**config.mk**
```make
export PLATFORM = sky130hd
export DESIGN_NAME = mem_pipe_ctrl
export DESIGN_NICKNAME = d
export VERILOG_FILES = /design/src/hdl/mem_pipe_pkg.sv /design/src/hdl/mem_pipe_ctrl.sv /design/src/hdl/minor_phase_gen.sv
export SDC_FILE = /design/constraint.sdc
export NUM_CORES = 1
export LEC_CHECK = 0
export BUFFER_PORTS_ARGS = -buffer_cell sky130_fd_sc_hd__buf_2
export CAP_MARGIN = 5
export CELL_PAD_IN_SITES_DETAIL_PLACEMENT = 0
export CELL_PAD_IN_SITES_GLOBAL_PLACEMENT = 1
export CORE_UTILIZATION = 37
export DETAILED_ROUTE_END_ITERATION = 8
export PLACE_DENSITY_LB_ADDON = 0.3
export SLEW_MARGIN = 20
export SYNTH_ARGS = -nofsm -noshare
export SYNTH_HDL_FRONTEND = slang
export SYNTH_HIERARCHICAL = 1
export SYNTH_SLANG_ARGS = --single-unit
```
**constraint.sdc**
```tcl
create_clock -name i_ref_clk -period 3.6 [get_ports i_ref_clk]
set_clock_uncertainty 0.1 [all_clocks]
set_input_delay 0.18 -clock i_ref_clk [delete_from_list [all_inputs] [get_ports i_ref_clk]]
set_output_delay 0.18 -clock i_ref_clk [all_outputs]
set_load 0.01 [all_outputs]
```
**src/hdl/mem_pipe_pkg.sv**
```systemverilog
package mem_pipe_pkg;
   // memory region codes for an access
   typedef enum logic [2:0] {
      REG_NONE,
      REG_INT0,
      REG_INT1,
      REG_INT2,
      REG_PRIMARY,
      REG_EXPANSION
   } region_e;

   // instruction word layout
   localparam int CLASS_HI = 31;
   localparam int CLASS_LO = 29;
   localparam logic [2:0] CLASS_TWO_OP_A = 3'h0;
   localparam logic [2:0] CLASS_TWO_OP_B = 3'h2;
   localparam int OPERAND_HI = 15;
   localparam int OPERAND_LO = 0;
   localparam logic [31:0] NOP_WORD = 32'h0c80_0000;

   // clocking: one major period made of two minor phases
   localparam int CLK_PERIOD_NS = 10;
   localparam int MAJOR_PERIOD_NS = 60;
   localparam int MINOR_PERIOD_NS = 30;
   localparam int MINOR_CYCLES = (MINOR_PERIOD_NS + CLK_PERIOD_NS - 1)
                                 / CLK_PERIOD_NS;
   localparam int PHASE_CNT_W = 3;
   localparam logic [PHASE_CNT_W-1:0] PHASE_CNT_RESET = 3'h0;

   // least bus cycles for an external write
   localparam int WRITE_BUS_CYCLES = 2;
endpackage

```
**src/hdl/mem_pipe_ctrl.sv**
```systemverilog
`timescale 1ns/100ps
// Contract
// RULE1 - hold all stages while a data access targets a busy external port
// RULE2 - a started multicycle external read runs on, all stages held
// RULE3 - conditional call or trap takes one extra cycle, bubbles upstream
// RULE4 - address register used for data stalls the next memory access
// RULE5 - fetch waits when memory bandwidth cannot serve fetch and data
// RULE6 - four fetch plus one data region mixes run in one cycle
// RULE7 - six fetch plus two data region mixes run in one cycle
// RULE8 - major cycle is two equal minor phases, first then second
// RULE9 - internal fetch in first phase, moved to second by a store
// RULE10 - external fetch drives address at first phase, latches at end
// RULE11 - external read bus cycles equal its execution cycles
// RULE12 - external write uses two bus cycles but one execute cycle
// RULE13 - top bits 000 or 010 mean two-operand; low half is source
// RULE14 - internal read in second phase; external spans the major cycle
// RULE15 - low half is destination; stores begin in the first phase
// RULE16 - stalled stages hold, bubbles go to stages that cannot advance
module mem_pipe_ctrl
   import mem_pipe_pkg::*;
#(
   parameter int WORD_W = 32,
   parameter int ADDR_W = 16
) (
   // clock and reset
   input wire logic i_ref_clk,
   input wire logic i_reset,
   // fetch side: next instruction word and its region
   input wire logic [WORD_W-1:0] i_fetch_word,
   input wire mem_pipe_pkg::region_e i_fetch_region,
   // read stage: data regions decoded for the instruction in read
   input wire mem_pipe_pkg::region_e i_rd_region_a,
   input wire mem_pipe_pkg::region_e i_rd_region_b,
   // execute stage: stores, conditional call flag, register use
   input wire mem_pipe_pkg::region_e i_st_region,
   input wire logic i_cond_call,
   input wire logic i_addr_reg_write,
   // external ports: busy and data ready (pins, synchronised here)
   input wire logic i_primary_busy,
   input wire logic i_expansion_busy,
   input wire logic i_ext_ready,
   // minor phases
   output logic o_first_minor_phase,
   output logic o_second_minor_phase,
   // stage control
   output logic o_fetch_advance,
   output logic o_stall_all,
   output logic [WORD_W-1:0] o_decode_word,
   output logic [WORD_W-1:0] o_read_word,
   output logic [WORD_W-1:0] o_exec_word,
   output logic o_two_operand,
   output logic [ADDR_W-1:0] o_operand_addr,
   // memory strobes
   output logic o_int_fetch_strobe,
   output logic o_ext_fetch_addr_en,
   output logic o_ext_fetch_latch,
   output logic o_int_read_strobe,
   output logic o_ext_read_addr_en,
   output logic o_ext_data_latch,
   output logic o_int_store_strobe,
   output logic o_ext_store_en
);
   import mem_pipe_pkg::*;

   logic major_end;
   logic [1:0] sync_pb;
   logic [1:0] sync_eb;
   logic [1:0] sync_rdy;
   logic prim_busy;
   logic exp_busy;
   logic ext_rdy;

   // phase generator
   minor_phase_gen u_phase (
      .i_ref_clk(i_ref_clk),
      .i_reset(i_reset),
      .o_first_minor_phase(o_first_minor_phase),
      .o_second_minor_phase(o_second_minor_phase),
      .o_major_start(),
      .o_major_end(major_end)
   );

   // pins cross two flops before any logic sees them
   always_ff @(posedge i_ref_clk) begin
      if (i_reset) begin
         sync_pb <= 2'h0;
         sync_eb <= 2'h0;
         sync_rdy <= 2'h0;
      end else begin
         sync_pb <= {sync_pb[0], i_primary_busy};
         sync_eb <= {sync_eb[0], i_expansion_busy};
         sync_rdy <= {sync_rdy[0], i_ext_ready};
      end
   end
   assign prim_busy = sync_pb[1];
   assign exp_busy = sync_eb[1];
   assign ext_rdy = sync_rdy[1];

   // region helpers
   function automatic logic is_int(input region_e r);
      is_int = (r == REG_INT0) || (r == REG_INT1) || (r == REG_INT2);
   endfunction
   function automatic logic is_ext(input region_e r);
      is_ext = (r == REG_PRIMARY) || (r == REG_EXPANSION);
   endfunction

   // count accesses per region for this major cycle
   logic [2:0] use_cnt [0:5];
   logic [2:0] data_cnt [0:5];
   genvar g;
   generate
      for (g = 1; g < 6; g++) begin : g_use
         assign data_cnt[g] =
            3'((i_rd_region_a == region_e'(g)) ? 1 : 0) +
            3'((i_rd_region_b == region_e'(g)) ? 1 : 0) +
            3'((i_st_region == region_e'(g)) ? 1 : 0);
         assign use_cnt[g] = data_cnt[g] +
            3'((i_fetch_region == region_e'(g)) ? 1 : 0);
      end
   endgenerate
   assign use_cnt[0] = 3'h0;
   assign data_cnt[0] = 3'h0;

   // bandwidth check: internal blocks take two, each bus takes one
   logic bw_short;
   always_comb begin
      bw_short = 1'b0;
      for (int k = 1; k < 4; k++) begin
         if (use_cnt[k] > 3'h2) begin
            bw_short = 1'b1;
         end
      end
      if (use_cnt[REG_PRIMARY] > 3'h1 || use_cnt[REG_EXPANSION] > 3'h1) begin
         bw_short = 1'b1; // RULE6 RULE7
      end
   end

   // read and store in flight this major cycle
   logic rd_ext;
   logic st_ext;
   logic port_conflict;
   assign rd_ext = is_ext(i_rd_region_a) || is_ext(i_rd_region_b);
   assign st_ext = is_ext(i_st_region);
   // a data access to a port still busy with an earlier one must retry
   assign port_conflict =
      ((i_rd_region_a == REG_PRIMARY || i_rd_region_b == REG_PRIMARY ||
        i_st_region == REG_PRIMARY) && prim_busy) ||
      ((i_rd_region_a == REG_EXPANSION || i_rd_region_b == REG_EXPANSION ||
        i_st_region == REG_EXPANSION) && exp_busy); // RULE1

   // stall state machine
   typedef enum {ST_RUN, ST_EXT_READ, ST_CALL_PUSH, ST_REG_WAIT} stall_e;
   stall_e state;
   stall_e next_state;
   logic hold_all;
   logic fetch_wait;
   logic call_bubble;

   always_comb begin
      next_state = state;
      hold_all = 1'b0;
      call_bubble = 1'b0;
      case (state)
         ST_RUN: begin
            if (port_conflict) begin
               hold_all = 1'b1; // RULE1
            end else if (major_end && rd_ext && !ext_rdy) begin
               next_state = ST_EXT_READ; // RULE2 RULE11
               hold_all = 1'b1;
            end else if (major_end && i_cond_call) begin
               next_state = ST_CALL_PUSH; // RULE3
            end else if (major_end && i_addr_reg_write) begin
               next_state = ST_REG_WAIT; // RULE4
            end
         end
         ST_EXT_READ: begin
            // once started the read cannot be dropped; one cpu cycle per
            // bus cycle until the data word is latched
            hold_all = 1'b1; // RULE2 RULE11
            if (major_end && ext_rdy) begin
               // word latched at this close, so the stages move on
               next_state = ST_RUN;
               hold_all = 1'b0;
            end
         end
         ST_CALL_PUSH: begin
            // extra cycle pushes the return address, upstream gets nops
            hold_all = 1'b1; // RULE3
            call_bubble = 1'b1; // RULE3
            if (major_end) begin
               next_state = ST_RUN;
            end
         end
         ST_REG_WAIT: begin
            // new register value not yet usable for the next access
            hold_all = 1'b1; // RULE4
            if (major_end) begin
               next_state = ST_RUN;
            end
         end
         default: begin
            next_state = ST_RUN;
         end
      endcase
   end

   always_ff @(posedge i_ref_clk) begin
      if (i_reset) begin
         state <= ST_RUN;
      end else begin
         state <= next_state;
      end
   end

   // fetch waits for the data accesses when bandwidth is short
   assign fetch_wait = bw_short && !hold_all; // RULE5

   // pipeline registers
   logic [WORD_W-1:0] dec_q;
   logic [WORD_W-1:0] rd_q;
   logic [WORD_W-1:0] ex_q;
   logic [WORD_W-1:0] next_dec;
   logic [WORD_W-1:0] next_rd;
   logic [WORD_W-1:0] next_ex;

   always_comb begin
      next_dec = dec_q;
      next_rd = rd_q;
      next_ex = ex_q;
      if (major_end) begin
         if (call_bubble) begin
            next_dec = NOP_WORD; // RULE3 RULE16
            next_rd = NOP_WORD;
         end else if (hold_all) begin
            // all stages keep their instructions; nothing advances
            next_ex = ex_q; // RULE16
         end else if (fetch_wait) begin
            // decode cannot get a word, so a bubble moves down
            next_dec = NOP_WORD; // RULE5 RULE16
            next_rd = dec_q;
            next_ex = rd_q;
         end else begin
            next_dec = i_fetch_word;
            next_rd = dec_q;
            next_ex = rd_q;
         end
      end
   end

   always_ff @(posedge i_ref_clk) begin
      if (i_reset) begin
         dec_q <= NOP_WORD;
         rd_q <= NOP_WORD;
         ex_q <= NOP_WORD;
      end else begin
         dec_q <= next_dec;
         rd_q <= next_rd;
         ex_q <= next_ex;
      end
   end

   assign o_decode_word = dec_q;
   assign o_read_word = rd_q;
   assign o_exec_word = ex_q;
   assign o_stall_all = hold_all;
   assign o_fetch_advance = major_end && !hold_all && !fetch_wait;

   // two-operand decode on the read stage word
   assign o_two_operand = (rd_q[CLASS_HI:CLASS_LO] == CLASS_TWO_OP_A) ||
                          (rd_q[CLASS_HI:CLASS_LO] == CLASS_TWO_OP_B); // RULE13
   // low half is source for a read, destination for a store
   assign o_operand_addr = ADDR_W'(rd_q[OPERAND_HI:OPERAND_LO]); // RULE13 RULE15

   // external write: the port keeps two bus cycles, cpu moves on
   logic [1:0] wr_bus_cnt;
   logic [1:0] next_wr_bus_cnt;
   always_comb begin
      next_wr_bus_cnt = wr_bus_cnt;
      if (major_end) begin
         if (st_ext && !port_conflict) begin
            next_wr_bus_cnt = 2'(WRITE_BUS_CYCLES - 1); // RULE12
         end else if (wr_bus_cnt != 2'h0) begin
            next_wr_bus_cnt = wr_bus_cnt - 2'h1;
         end
      end
   end
   always_ff @(posedge i_ref_clk) begin
      if (i_reset) begin
         wr_bus_cnt <= 2'h0;
      end else begin
         wr_bus_cnt <= next_wr_bus_cnt;
      end
   end

   // phase placement of strobes; a store steals the first phase
   logic store_int;
   logic run;
   assign store_int = is_int(i_st_region) && !hold_all;
   assign run = !hold_all && !fetch_wait;
   assign o_int_fetch_strobe = run && is_int(i_fetch_region) &&
      (store_int ? o_second_minor_phase : o_first_minor_phase); // RULE9
   assign o_ext_fetch_addr_en = run && is_ext(i_fetch_region) &&
                                o_first_minor_phase; // RULE10
   assign o_ext_fetch_latch = run && is_ext(i_fetch_region) &&
                              major_end; // RULE10
   assign o_int_read_strobe = o_two_operand && !hold_all &&
      (is_int(i_rd_region_a) || is_int(i_rd_region_b)) &&
      o_second_minor_phase; // RULE14
   // address stands from the first phase until the word is latched
   assign o_ext_read_addr_en = rd_ext && !port_conflict; // RULE14
   assign o_ext_data_latch = rd_ext && major_end && ext_rdy &&
                             !port_conflict; // RULE14 RULE2
   assign o_int_store_strobe = store_int && o_first_minor_phase; // RULE15
   // bus keeps address and data from the first phase for two bus cycles
   assign o_ext_store_en = (st_ext && !port_conflict && !hold_all) ||
      (wr_bus_cnt != 2'h0); // RULE15 RULE12
endmodule

```
**src/hdl/minor_phase_gen.sv**
```systemverilog
`timescale 1ns/100ps
// splits the core clock into two equal minor phases per major cycle
module minor_phase_gen
   import mem_pipe_pkg::*;
(
   // clock and reset
   input wire logic i_ref_clk,
   input wire logic i_reset,
   // phase outputs
   output logic o_first_minor_phase,
   output logic o_second_minor_phase,
   output logic o_major_start,
   output logic o_major_end
);
   logic [PHASE_CNT_W-1:0] cnt;
   logic [PHASE_CNT_W-1:0] next_cnt;
   logic second;
   logic next_second;

   // count clocks inside a minor phase, flip phase at its end
   always_comb begin
      next_cnt = cnt + 3'h1;
      next_second = second;
      if (cnt == PHASE_CNT_W'(MINOR_CYCLES - 1)) begin
         next_cnt = PHASE_CNT_RESET;
         next_second = ~second;
      end
   end

   always_ff @(posedge i_ref_clk) begin
      if (i_reset) begin
         cnt <= PHASE_CNT_RESET;
         second <= 1'b0;
      end else begin
         cnt <= next_cnt;
         second <= next_second;
      end
   end

   // phases high while active, first then second
   assign o_first_minor_phase = ~second; // RULE8
   assign o_second_minor_phase = second; // RULE8
   assign o_major_start = ~second && (cnt == PHASE_CNT_RESET);
   assign o_major_end = second && (cnt == PHASE_CNT_W'(MINOR_CYCLES - 1));
endmodule
```
# [Word level (Yosys, flattened, before mapping)]
# Cells that the tools add are included.
[totals] register_bits=140 inputBits=51
[op_classes] n_addsub=17 n_lt_le_gt_ge=5 n_eq_ne=30 muxes=44 n_bitwise=3 n_reduce_logical=63
[ops] operator="$mux W32" count=11
[ops] operator="$pmux W32 S3" count=1
[ops] operator="$eq A32 B2 Y1 const B" count=2
[ops] operator="$eq A32 B1 Y1 const B" count=1
[ops] operator="$logic_not A32 Y1" count=1
[ops] operator="$eq A3 B2 Y1 const B" count=10
[ops] operator="$mux W1" count=29
[ops] operator="$logic_and A1 B1 Y1" count=27
[ops] operator="$eq A3 B3 Y1 const B" count=8
[ops] operator="$logic_or A1 B1 Y1" count=22
[ops] operator="$add A2 B1 Y3" count=5
[ops] operator="$add A3 B1 Y3" count=5
[ops] operator="$eq A3 B1 Y1 const B" count=4
[ops] operator="$add A1 B1 Y2" count=5
[ops] operator="$gt A3 B2 Y1 const B" count=3
[ops] operator="$gt A3 B1 Y1 const B" count=2
[ops] operator="$logic_not A1 Y1" count=4
[ops] operator="$mux W2" count=2
[ops] operator="$ne A2 B1 Y1 const B" count=2
[ops] operator="$ne A2 B2 Y1 const B" count=2
[ops] operator="$ne A4 B4 Y1 const B" count=1
[ops] operator="$reduce_and A2 Y1" count=2
[ops] operator="$reduce_and A4 Y1" count=1
[ops] operator="$reduce_bool A2 Y1" count=2
[ops] operator="7 further kinds" count=10

# [Logic depth before layout (Yosys ltp)]
# Gate-level depths: netlist of the first run.
[logic_depth] ltp_word=15 depth_mapped=13

# [Cells and area by module]
# The synthesis of the first run kept the hierarchy.
[by_module_without_submodules] module="mem_pipe_ctrl" n_inst=1 cells_per_inst=442 area_per_inst_um2=4679.5 seq_area_each_um2=2122.0
[by_module_without_submodules] module="minor_phase_gen" n_inst=1 cells_per_inst=21 area_per_inst_um2=205.2 seq_area_each_um2=80.1

# [Worst setup path after synthesis of the first run]
# OpenSTA, ideal clock, no wires.
[synth_timing] kind="input to register" start="input i_st_region[1]" end="register dec_q[18] (netlist: o_decode_word[18])" arrival_time_ns=3.022 required_time_ns=3.441 slack_ns=0.419 stages=13 n_path_buf=2 cell_sequence="or3b_2 > fa_1 > inv_1 > ha_1 > inv_1 > ha_1 > nor3b_1 > o211ai_1 > or4_1 > nor2_2 > buf_4 > buf_6 > a22o_1"
[synth_between] elab_chain_len=13 word_cells_on_any_way=44
[synth_lines] item="start, declared" line="mem_pipe_ctrl.sv:35" text="input wire mem_pipe_pkg::region_e i_st_region,"
[synth_lines] item="$eq A3 B1 Y1" line="mem_pipe_ctrl.sv:116" text="3'((i_st_region == region_e'(g)) ? 1 : 0);"
[synth_lines] item="$mux W1" line="mem_pipe_ctrl.sv:116"
[synth_lines] item="$add A2 B1 Y3" line="mem_pipe_ctrl.sv:115" text="3'((i_rd_region_b == region_e'(g)) ? 1 : 0) +"
[synth_lines] item="$add A3 B1 Y3" line="mem_pipe_ctrl.sv:117" text="assign use_cnt[g] = data_cnt[g] +"
[synth_lines] item="$gt A3 B2 Y1" line="mem_pipe_ctrl.sv:129" text="if (use_cnt[k] > 3'h2) begin"
[synth_lines] item="$mux W1 (3 in series)" line="mem_pipe_ctrl.sv:129"
[synth_lines] item="$mux W1" line="mem_pipe_ctrl.sv:133" text="if (use_cnt[REG_PRIMARY] > 3'h1 || use_cnt[REG_EXPANSION] > 3'h1) begin"
[synth_lines] item="$logic_and A1 B1 Y1" line="mem_pipe_ctrl.sv:216" text="assign fetch_wait = bw_short && !hold_all;"
[synth_lines] item="$mux W32" line="mem_pipe_ctrl.sv:237" text="end else if (fetch_wait) begin"
[synth_lines] item="$mux W32" line="mem_pipe_ctrl.sv:234" text="end else if (hold_all) begin"
[synth_lines] item="$mux W32" line="mem_pipe_ctrl.sv:231" text="if (call_bubble) begin"
[synth_lines] item="end signal, assigned" line="mem_pipe_ctrl.sv:256" text="dec_q <= next_dec;"
[synth_lines] item="end, declared" line="mem_pipe_ctrl.sv:219" text="logic [WORD_W-1:0] dec_q;"
# Parallel ways exist; a longest one is shown, timed or not. The select of a mux whose other input is x is not followed.
# A chain may end at the register's enable or synchronous reset.

# [Final worst setup path of the first run]
[layout_timing] start="input i_st_region[0]" end="output o_int_fetch_strobe"
[layout_between] elab_chain_len=14 word_cells_on_any_way=47
[layout_lines] item="$eq A3 B1 Y1" line="mem_pipe_ctrl.sv:101, mem_pipe_ctrl.sv:116"
[layout_lines] item="$mux W1" line="mem_pipe_ctrl.sv:116"
[layout_lines] item="$add A2 B1 Y3" line="mem_pipe_ctrl.sv:115"
[layout_lines] item="$add A3 B1 Y3" line="mem_pipe_ctrl.sv:117"
[layout_lines] item="$gt A3 B2 Y1" line="mem_pipe_ctrl.sv:129"
[layout_lines] item="$mux W1 (3 in series)" line="mem_pipe_ctrl.sv:129"
[layout_lines] item="$mux W1" line="mem_pipe_ctrl.sv:133"
[layout_lines] item="$logic_and A1 B1 Y1" line="mem_pipe_ctrl.sv:216"
[layout_lines] item="$logic_not A1 Y1" line="mem_pipe_ctrl.sv:299" text="assign run = !hold_all && !fetch_wait;"
[layout_lines] item="$logic_and A1 B1 Y1" line="mem_pipe_ctrl.sv:299"
[layout_lines] item="$logic_and A1 B1 Y1" line="mem_pipe_ctrl.sv:300" text="assign o_int_fetch_strobe = run && is_int(i_fetch_region) &&"
[layout_lines] item="$logic_and A1 B1 Y1 *" line="mem_pipe_ctrl.sv:300"
[layout_lines] item="end, declared" line="mem_pipe_ctrl.sv:54" text="output logic o_int_fetch_strobe,"
# Every way passes the cells marked *; elsewhere a longest branch is shown, timed or not.

==> results of run 1 <==
[where the power goes]
group | switching [mW] | internal, mW | leakage [nW]
combinational | 0.132 | 0.137 | 1.91
sequential | 0.0161 | 1.23 | 0.888
clock | 0.445 | 0.474 | 0.134
[layout by cell type (no fill, tap or decap), types with 2 or more instances in the layout]
cell type,count
o21ai_0,3
nor2_1,18
dlygate4sd3_1,35
a221o_1,3
a22o_1,58
nand3b_1,3
and3_1,2
and3b_1,2
nor2b_1,12
clkinv_2,2
dfxtp_1,110
ha_1,15
buf_2,175
inv_1,22
nand2b_1,66
nor3b_1,6
clkbuf_16,9
o21a_1,2
nor3_1,6
buf_12,2
o211ai_1,2
clkinv_4,2
buf_4,9
a21oi_4,2
nand2_1,9
and2_1,2
or3b_2,6
mux2i_1,34
fa_1,5
a21oi_1,9
[worst max path at each step]
stage,endpoint,slack [ns],cells after the start
global placement,o_decode_word[6],0.21,13
global route,o_int_fetch_strobe,0.28,12
floorplan,o_decode_word[18],0.42,13
detailed placement,o_decode_word[3],0.16,13
CTS,o_int_fetch_strobe,0.41,12
finish,o_int_fetch_strobe,0.46,12
[worst register-to-register path, stage by stage, from the launching register on]
cell and delay [ns]:
dfxtp_1 0.32, inv_1 0.08, ha_1 0.16, nor2b_2 0.22, and2_1 0.21, o211ai_1 0.27, a31o_1 0.38, a21oi_4 0.21
buf_4 0.32, a22o_1 0.20
[per-layer routing]
metal	part of all wire, %	vias up	GRT usage [%]
li1	-	1981	-
met1	45	1813	21.52
met2	47	126	27.57
met3	4.9	22	3.965
met4	2.6	0	7.511
met5	0	-	0
[registers in the layout (all words and copies together) (netlist names)]
signal and cells:
o_decode_word 32, o_exec_word 32, o_read_word 32, state 2, sync_eb 2, sync_pb 2, sync_rdy 2, u_phase/cnt 3
u_phase/o_second_minor_phase 1, wr_bus_cnt 2
[cell type report]
class                           count  area, um2
Inverter                           22      82.58
Timing Repair Buffer              221       1334
Fill cell                        1207       6309
Multi-Input combinational cell    288       2305
Sequential cell                   110       2202
Clock inverter                      6      46.29
Clock buffer                       10      229.0
Tap cell                          172      215.2
==> flow_summary.toml, run 1 <==
[layout]
post_route_cells_drive_above_1_share_pct = 33.18
utilization_pct = 50.41
nets = 723
area_delta_synth_final_pct = 31.50
diodes = 0
instances_no_fill = 829
design_area_mm2 = 0.006414

[setup_path]
cpPeakStageDelay_ns = 0.48
worst-setup-path-type = "input port to output pin"
crit_path_start = "i_st_region[0]"
worst-r2r-cell-count = 9
end_kind = "output pin"
critPathLaunchType = "input port"
path_max_fanout = 6
cp_top_family = "simple AND/OR/NAND/NOR gates"
required_ns = 3.32
reg2reg_slack_ns = 1.09
crit_arrival_ns = 2.86
cp_slowest_cell = "or3b_2"
crit_chain = "buf_2 > or3b_2 > fa_1 > inv_1 > ha_1 > inv_1 > ha_1 > nor3b_1 > o211ai_1 > nor4_4 > nor4b_4 > buf_2"
worstReg2RegEnd = "o_decode_word[30]"
r2r-start = "u_phase/cnt[0]"
path_buf_inv = 4

[power]
p_leak_nw = 2.928
ir_drop_v = 0.0002841
power.density_mw_per_mm2 = 380.2
power_mw = 2.439

[clock_tree]
cts_resized = 0
cts_hold_buf = 35
cts_max_path_buffers = 2
cts_buffers = 9
cts_tree = "done"
cts-htree-levels = 3
clkTransAtPathRegs_ns = 0.06
cts-root-buf = "clkbuf_16"
cts_num_sinks = 110
post_cts_buffers = 0
clk_latency_ns = 0.35

[detailed_routing]
drtAntennaViolNets = 0
drtIter0Drc = 137
viasPerCell = 4.755
post_drt_wl_per_cell_um = 13.64
drc_errors = 0
routed_wl_um = 11310
vias = 3942
drt_first_pass_iters = 4

[synthesis]
synthCells = 462
yosys_warnings = 6
avgSynthCellArea_um2 = 10.56
synth_area_mm2 = 0.004877
syn-num-nets = 533

[timing]
fmax_mhz = 318.2
tightest_slew_ns = 0.6464
relSlewSlack_pct = 56.90
tns_ns = 0
worst_slack_ns = 0.4570
finalMaxSlewViolations = 0
setup_violations = 0
fin_crit_sh_pct = 87.31
rsz0062_at_grt = "false"
hold_slack_ns = 0.07639
min_period_ns = 3.143
hold_viol = 0

[placement]
numPortBuffers = 175
dp_hpwl_um = 8080
pre_cts_ws_ns = 0.1641
placed_cells = 778
gp_congestion = 0.8007
placed_cell_area_mm2 = 0.005788

[floorplan]
start_util_pct = 38.34
die-area_mm2 = 0.01364
core_mm2 = 0.01272
rows = 41
fp.dieW_um = 116.8
top_level_ports = 176
die_height_um = 116.8

[global_routing]
grt_max_degree = 44
antenna_found_initial = 0
grt-ovfl-total = 0
track_usage_pct = 16.97
grt_pass1_wl_um = 17860
grt_pass1_vias = 3608

[hold_path]
whs_path_depth = 3
min-delay-start = "i_cond_call"
hold_class = "input port to register"
whs_endpoint = "state[0]"

[run]
max-cap-violations = 0

[status]
status = "finished, final reports clean"
Power figures use the tool's default switching activity.
==> inputs of run 2 (changes only) <==
- CAP_MARGIN: 5 -> 25
- CORE_UTILIZATION: 37 -> 25
==> run 2 against run 1 <==
Critical path depth unchanged; global-route usage decreased by 4.0 points; sequential power is essentially flat; maximum frequency fell by 0.24%; sequential share of layout area is 0.61 points lower; die area grew 47%; highest routed layer unchanged; non-clock buffer count fell by 4; clock-buffer cell count is the same; cell count is 10% higher.
==> flow_summary.toml, run 2 (synthesized netlist as in run 1, its figures left out) <==
[status]
status = "finished, final reports clean"

[clock_tree]
cts_buffers = 9
clk_latency_ns = 0.34
cts_max_path_buffers = 2
cts-root-buf = "clkbuf_16"
cts_tree = "done"
cts-htree-levels = 3
clkTransAtPathRegs_ns = 0.07
post_cts_buffers = 0
cts_num_sinks = 110

[layout]
area_delta_synth_final_pct = 33.86
nets = 719
post_route_cells_drive_above_1_share_pct = 33.08
instances_no_fill = 913
n_fill_cell = 1989
design_area_mm2 = 0.006529
diodes = 0
layout_commonest_cell = "buf_2"
final_cell_mix = "buf_2 (175), dfxtp_1 (110), nand2b_1 (66), a22o_1 (58)"

[detailed_routing]
drtAntennaViolNets = 0
drtIter0Drc = 148
post_drt_wl_per_cell_um = 13.92
routed_wl_um = 12710
drt_first_pass_iters = 4
vias = 3997
viasPerCell = 4.378
drc_errors = 0

[setup_path]
path_buf_inv = 4
endpoint = "o_int_fetch_strobe"
required_ns = 3.32
path_max_fanout = 6
worst-r2r-cell-count = 9
crit_arrival_ns = 2.87
worstReg2RegEnd = "o_exec_word[31]"
critPathLaunchType = "input port"
path_depth = 12
end_kind = "output pin"
cpPeakStageDelay_ns = 0.49
crit_chain = "buf_2 > or3b_2 > fa_1 > inv_1 > ha_1 > inv_1 > ha_1 > nor3b_1 > o211ai_1 > nor4_4 > nor4b_4 > buf_2"
cp_top_family = "simple AND/OR/NAND/NOR gates"
cp_slowest_cell = "fa_1"
reg2reg_slack_ns = 0.68
crit_path_start = "i_st_region[0]"
worst-setup-path-type = "input port to output pin"
r2r-start = "u_phase/cnt[0]"

[floorplan]
core_mm2 = 0.01889
start_util_pct = 25.81
fp.dieW_um = 141.7
die_height_um = 141.7
rows = 50
top_level_ports = 176
die-area_mm2 = 0.02007

[global_routing]
track_usage_pct = 12.92
grt_pass1_wl_um = 20290
grt_pass1_vias = 3915
grt_max_degree = 62
grt-ovfl-total = 0
antenna_found_initial = 0

[timing]
tns_ns = 0
fmax_mhz = 317.4
tightest_slew_ns = 0.7161
hold_viol = 0
min_period_ns = 3.151
fin_crit_sh_pct = 87.52
setup_violations = 0
rsz0062_at_grt = "false"
finalMaxSlewViolations = 0
relSlewSlack_pct = 52.15

[run]
max-cap-violations = 0

[placement]
placed_cell_area_mm2 = 0.005876
numPortBuffers = 175
dp_hpwl_um = 9138
gp_congestion = 0.7792
placed_cells = 863

[power]
power.density_mw_per_mm2 = 389.5
p_leak_nw = 2.920
ir_drop_v = 0.0002783
power_mw = 2.543

[hold_path]
hold_class = "input port to register"
run 2: worst min-delay path, delay by kind of cell:
family,cells,cell delay [ns]
AND/OR/NAND/NOR,1,0.05
buffers and inverters,1,0.08
AO/OA/AOI/OAI,1,0.12
run 2: worst min-delay path by stage:
stage | from | to | cells after the start
3_3_place_gp | i_fetch_word[13] | o_decode_word[13] | 2
5_1_grt | i_fetch_word[23] | o_decode_word[23] | 3
3_5_place_dp | i_fetch_word[13] | o_decode_word[13] | 2
4_1_cts | i_fetch_word[23] | o_decode_word[23] | 3
2_1_floorplan | i_reset | u_phase/cnt[2] | 1
6_report | i_fetch_word[23] | o_decode_word[23] | 3
run 2: layout make-up:
type / instances / area, um2 / share of cell area (%)
sequential: 110 / 2202 / 33.73
tap: 260 / 325.3 / 4.983
multi-input combinational: 288 / 2306 / 35.32
clock buffer: 10 / 229.0 / 3.507
inverter: 22 / 82.58 / 1.265
timing repair buffer: 217 / 1301 / 19.93
clock inverter: 6 / 82.58 / 1.265
run 2: per-layer routing:
layer	routed length, um	GRT usage (%)	part of all wire [%]
met1	5903	16.13	46
met2	6011	21.78	47
met3	575	2.869	4.5
met4	220	4.697	1.7
met5	0	0	0
run 2: stage by stage:
step	utilization [%]	hold WS [ns]	setup WS (ns)
2_1_floorplan	-	0.1491	0.4193
3_5_place_dp	31.10	0.2915	0.1230
4_1_cts	34.55	0.01053	0.1801
3_3_place_gp	31.10	0.2887	0.1356
6_report	34.56	0.03311	0.4494
5_1_grt	34.56	0.05515	0.1154
run 2: what timing repair did:
item                       in CTS  in global routing
setup endpoints to repair       0                  4
resized for setup               0                  1
hold endpoints to repair       34                  0
hold buffers                   34                  0
run 2: power breakdown:
part | switching, mW | internal [mW] | leakage, nW | total (mW)
clock | 0.470 | 0.554 | 0.148 | 1.02
combinational | 0.134 | 0.134 | 1.88 | 0.268
sequential | 0.0168 | 1.23 | 0.888 | 1.25
total | 0.621 | 1.92 | 2.92 | 2.54
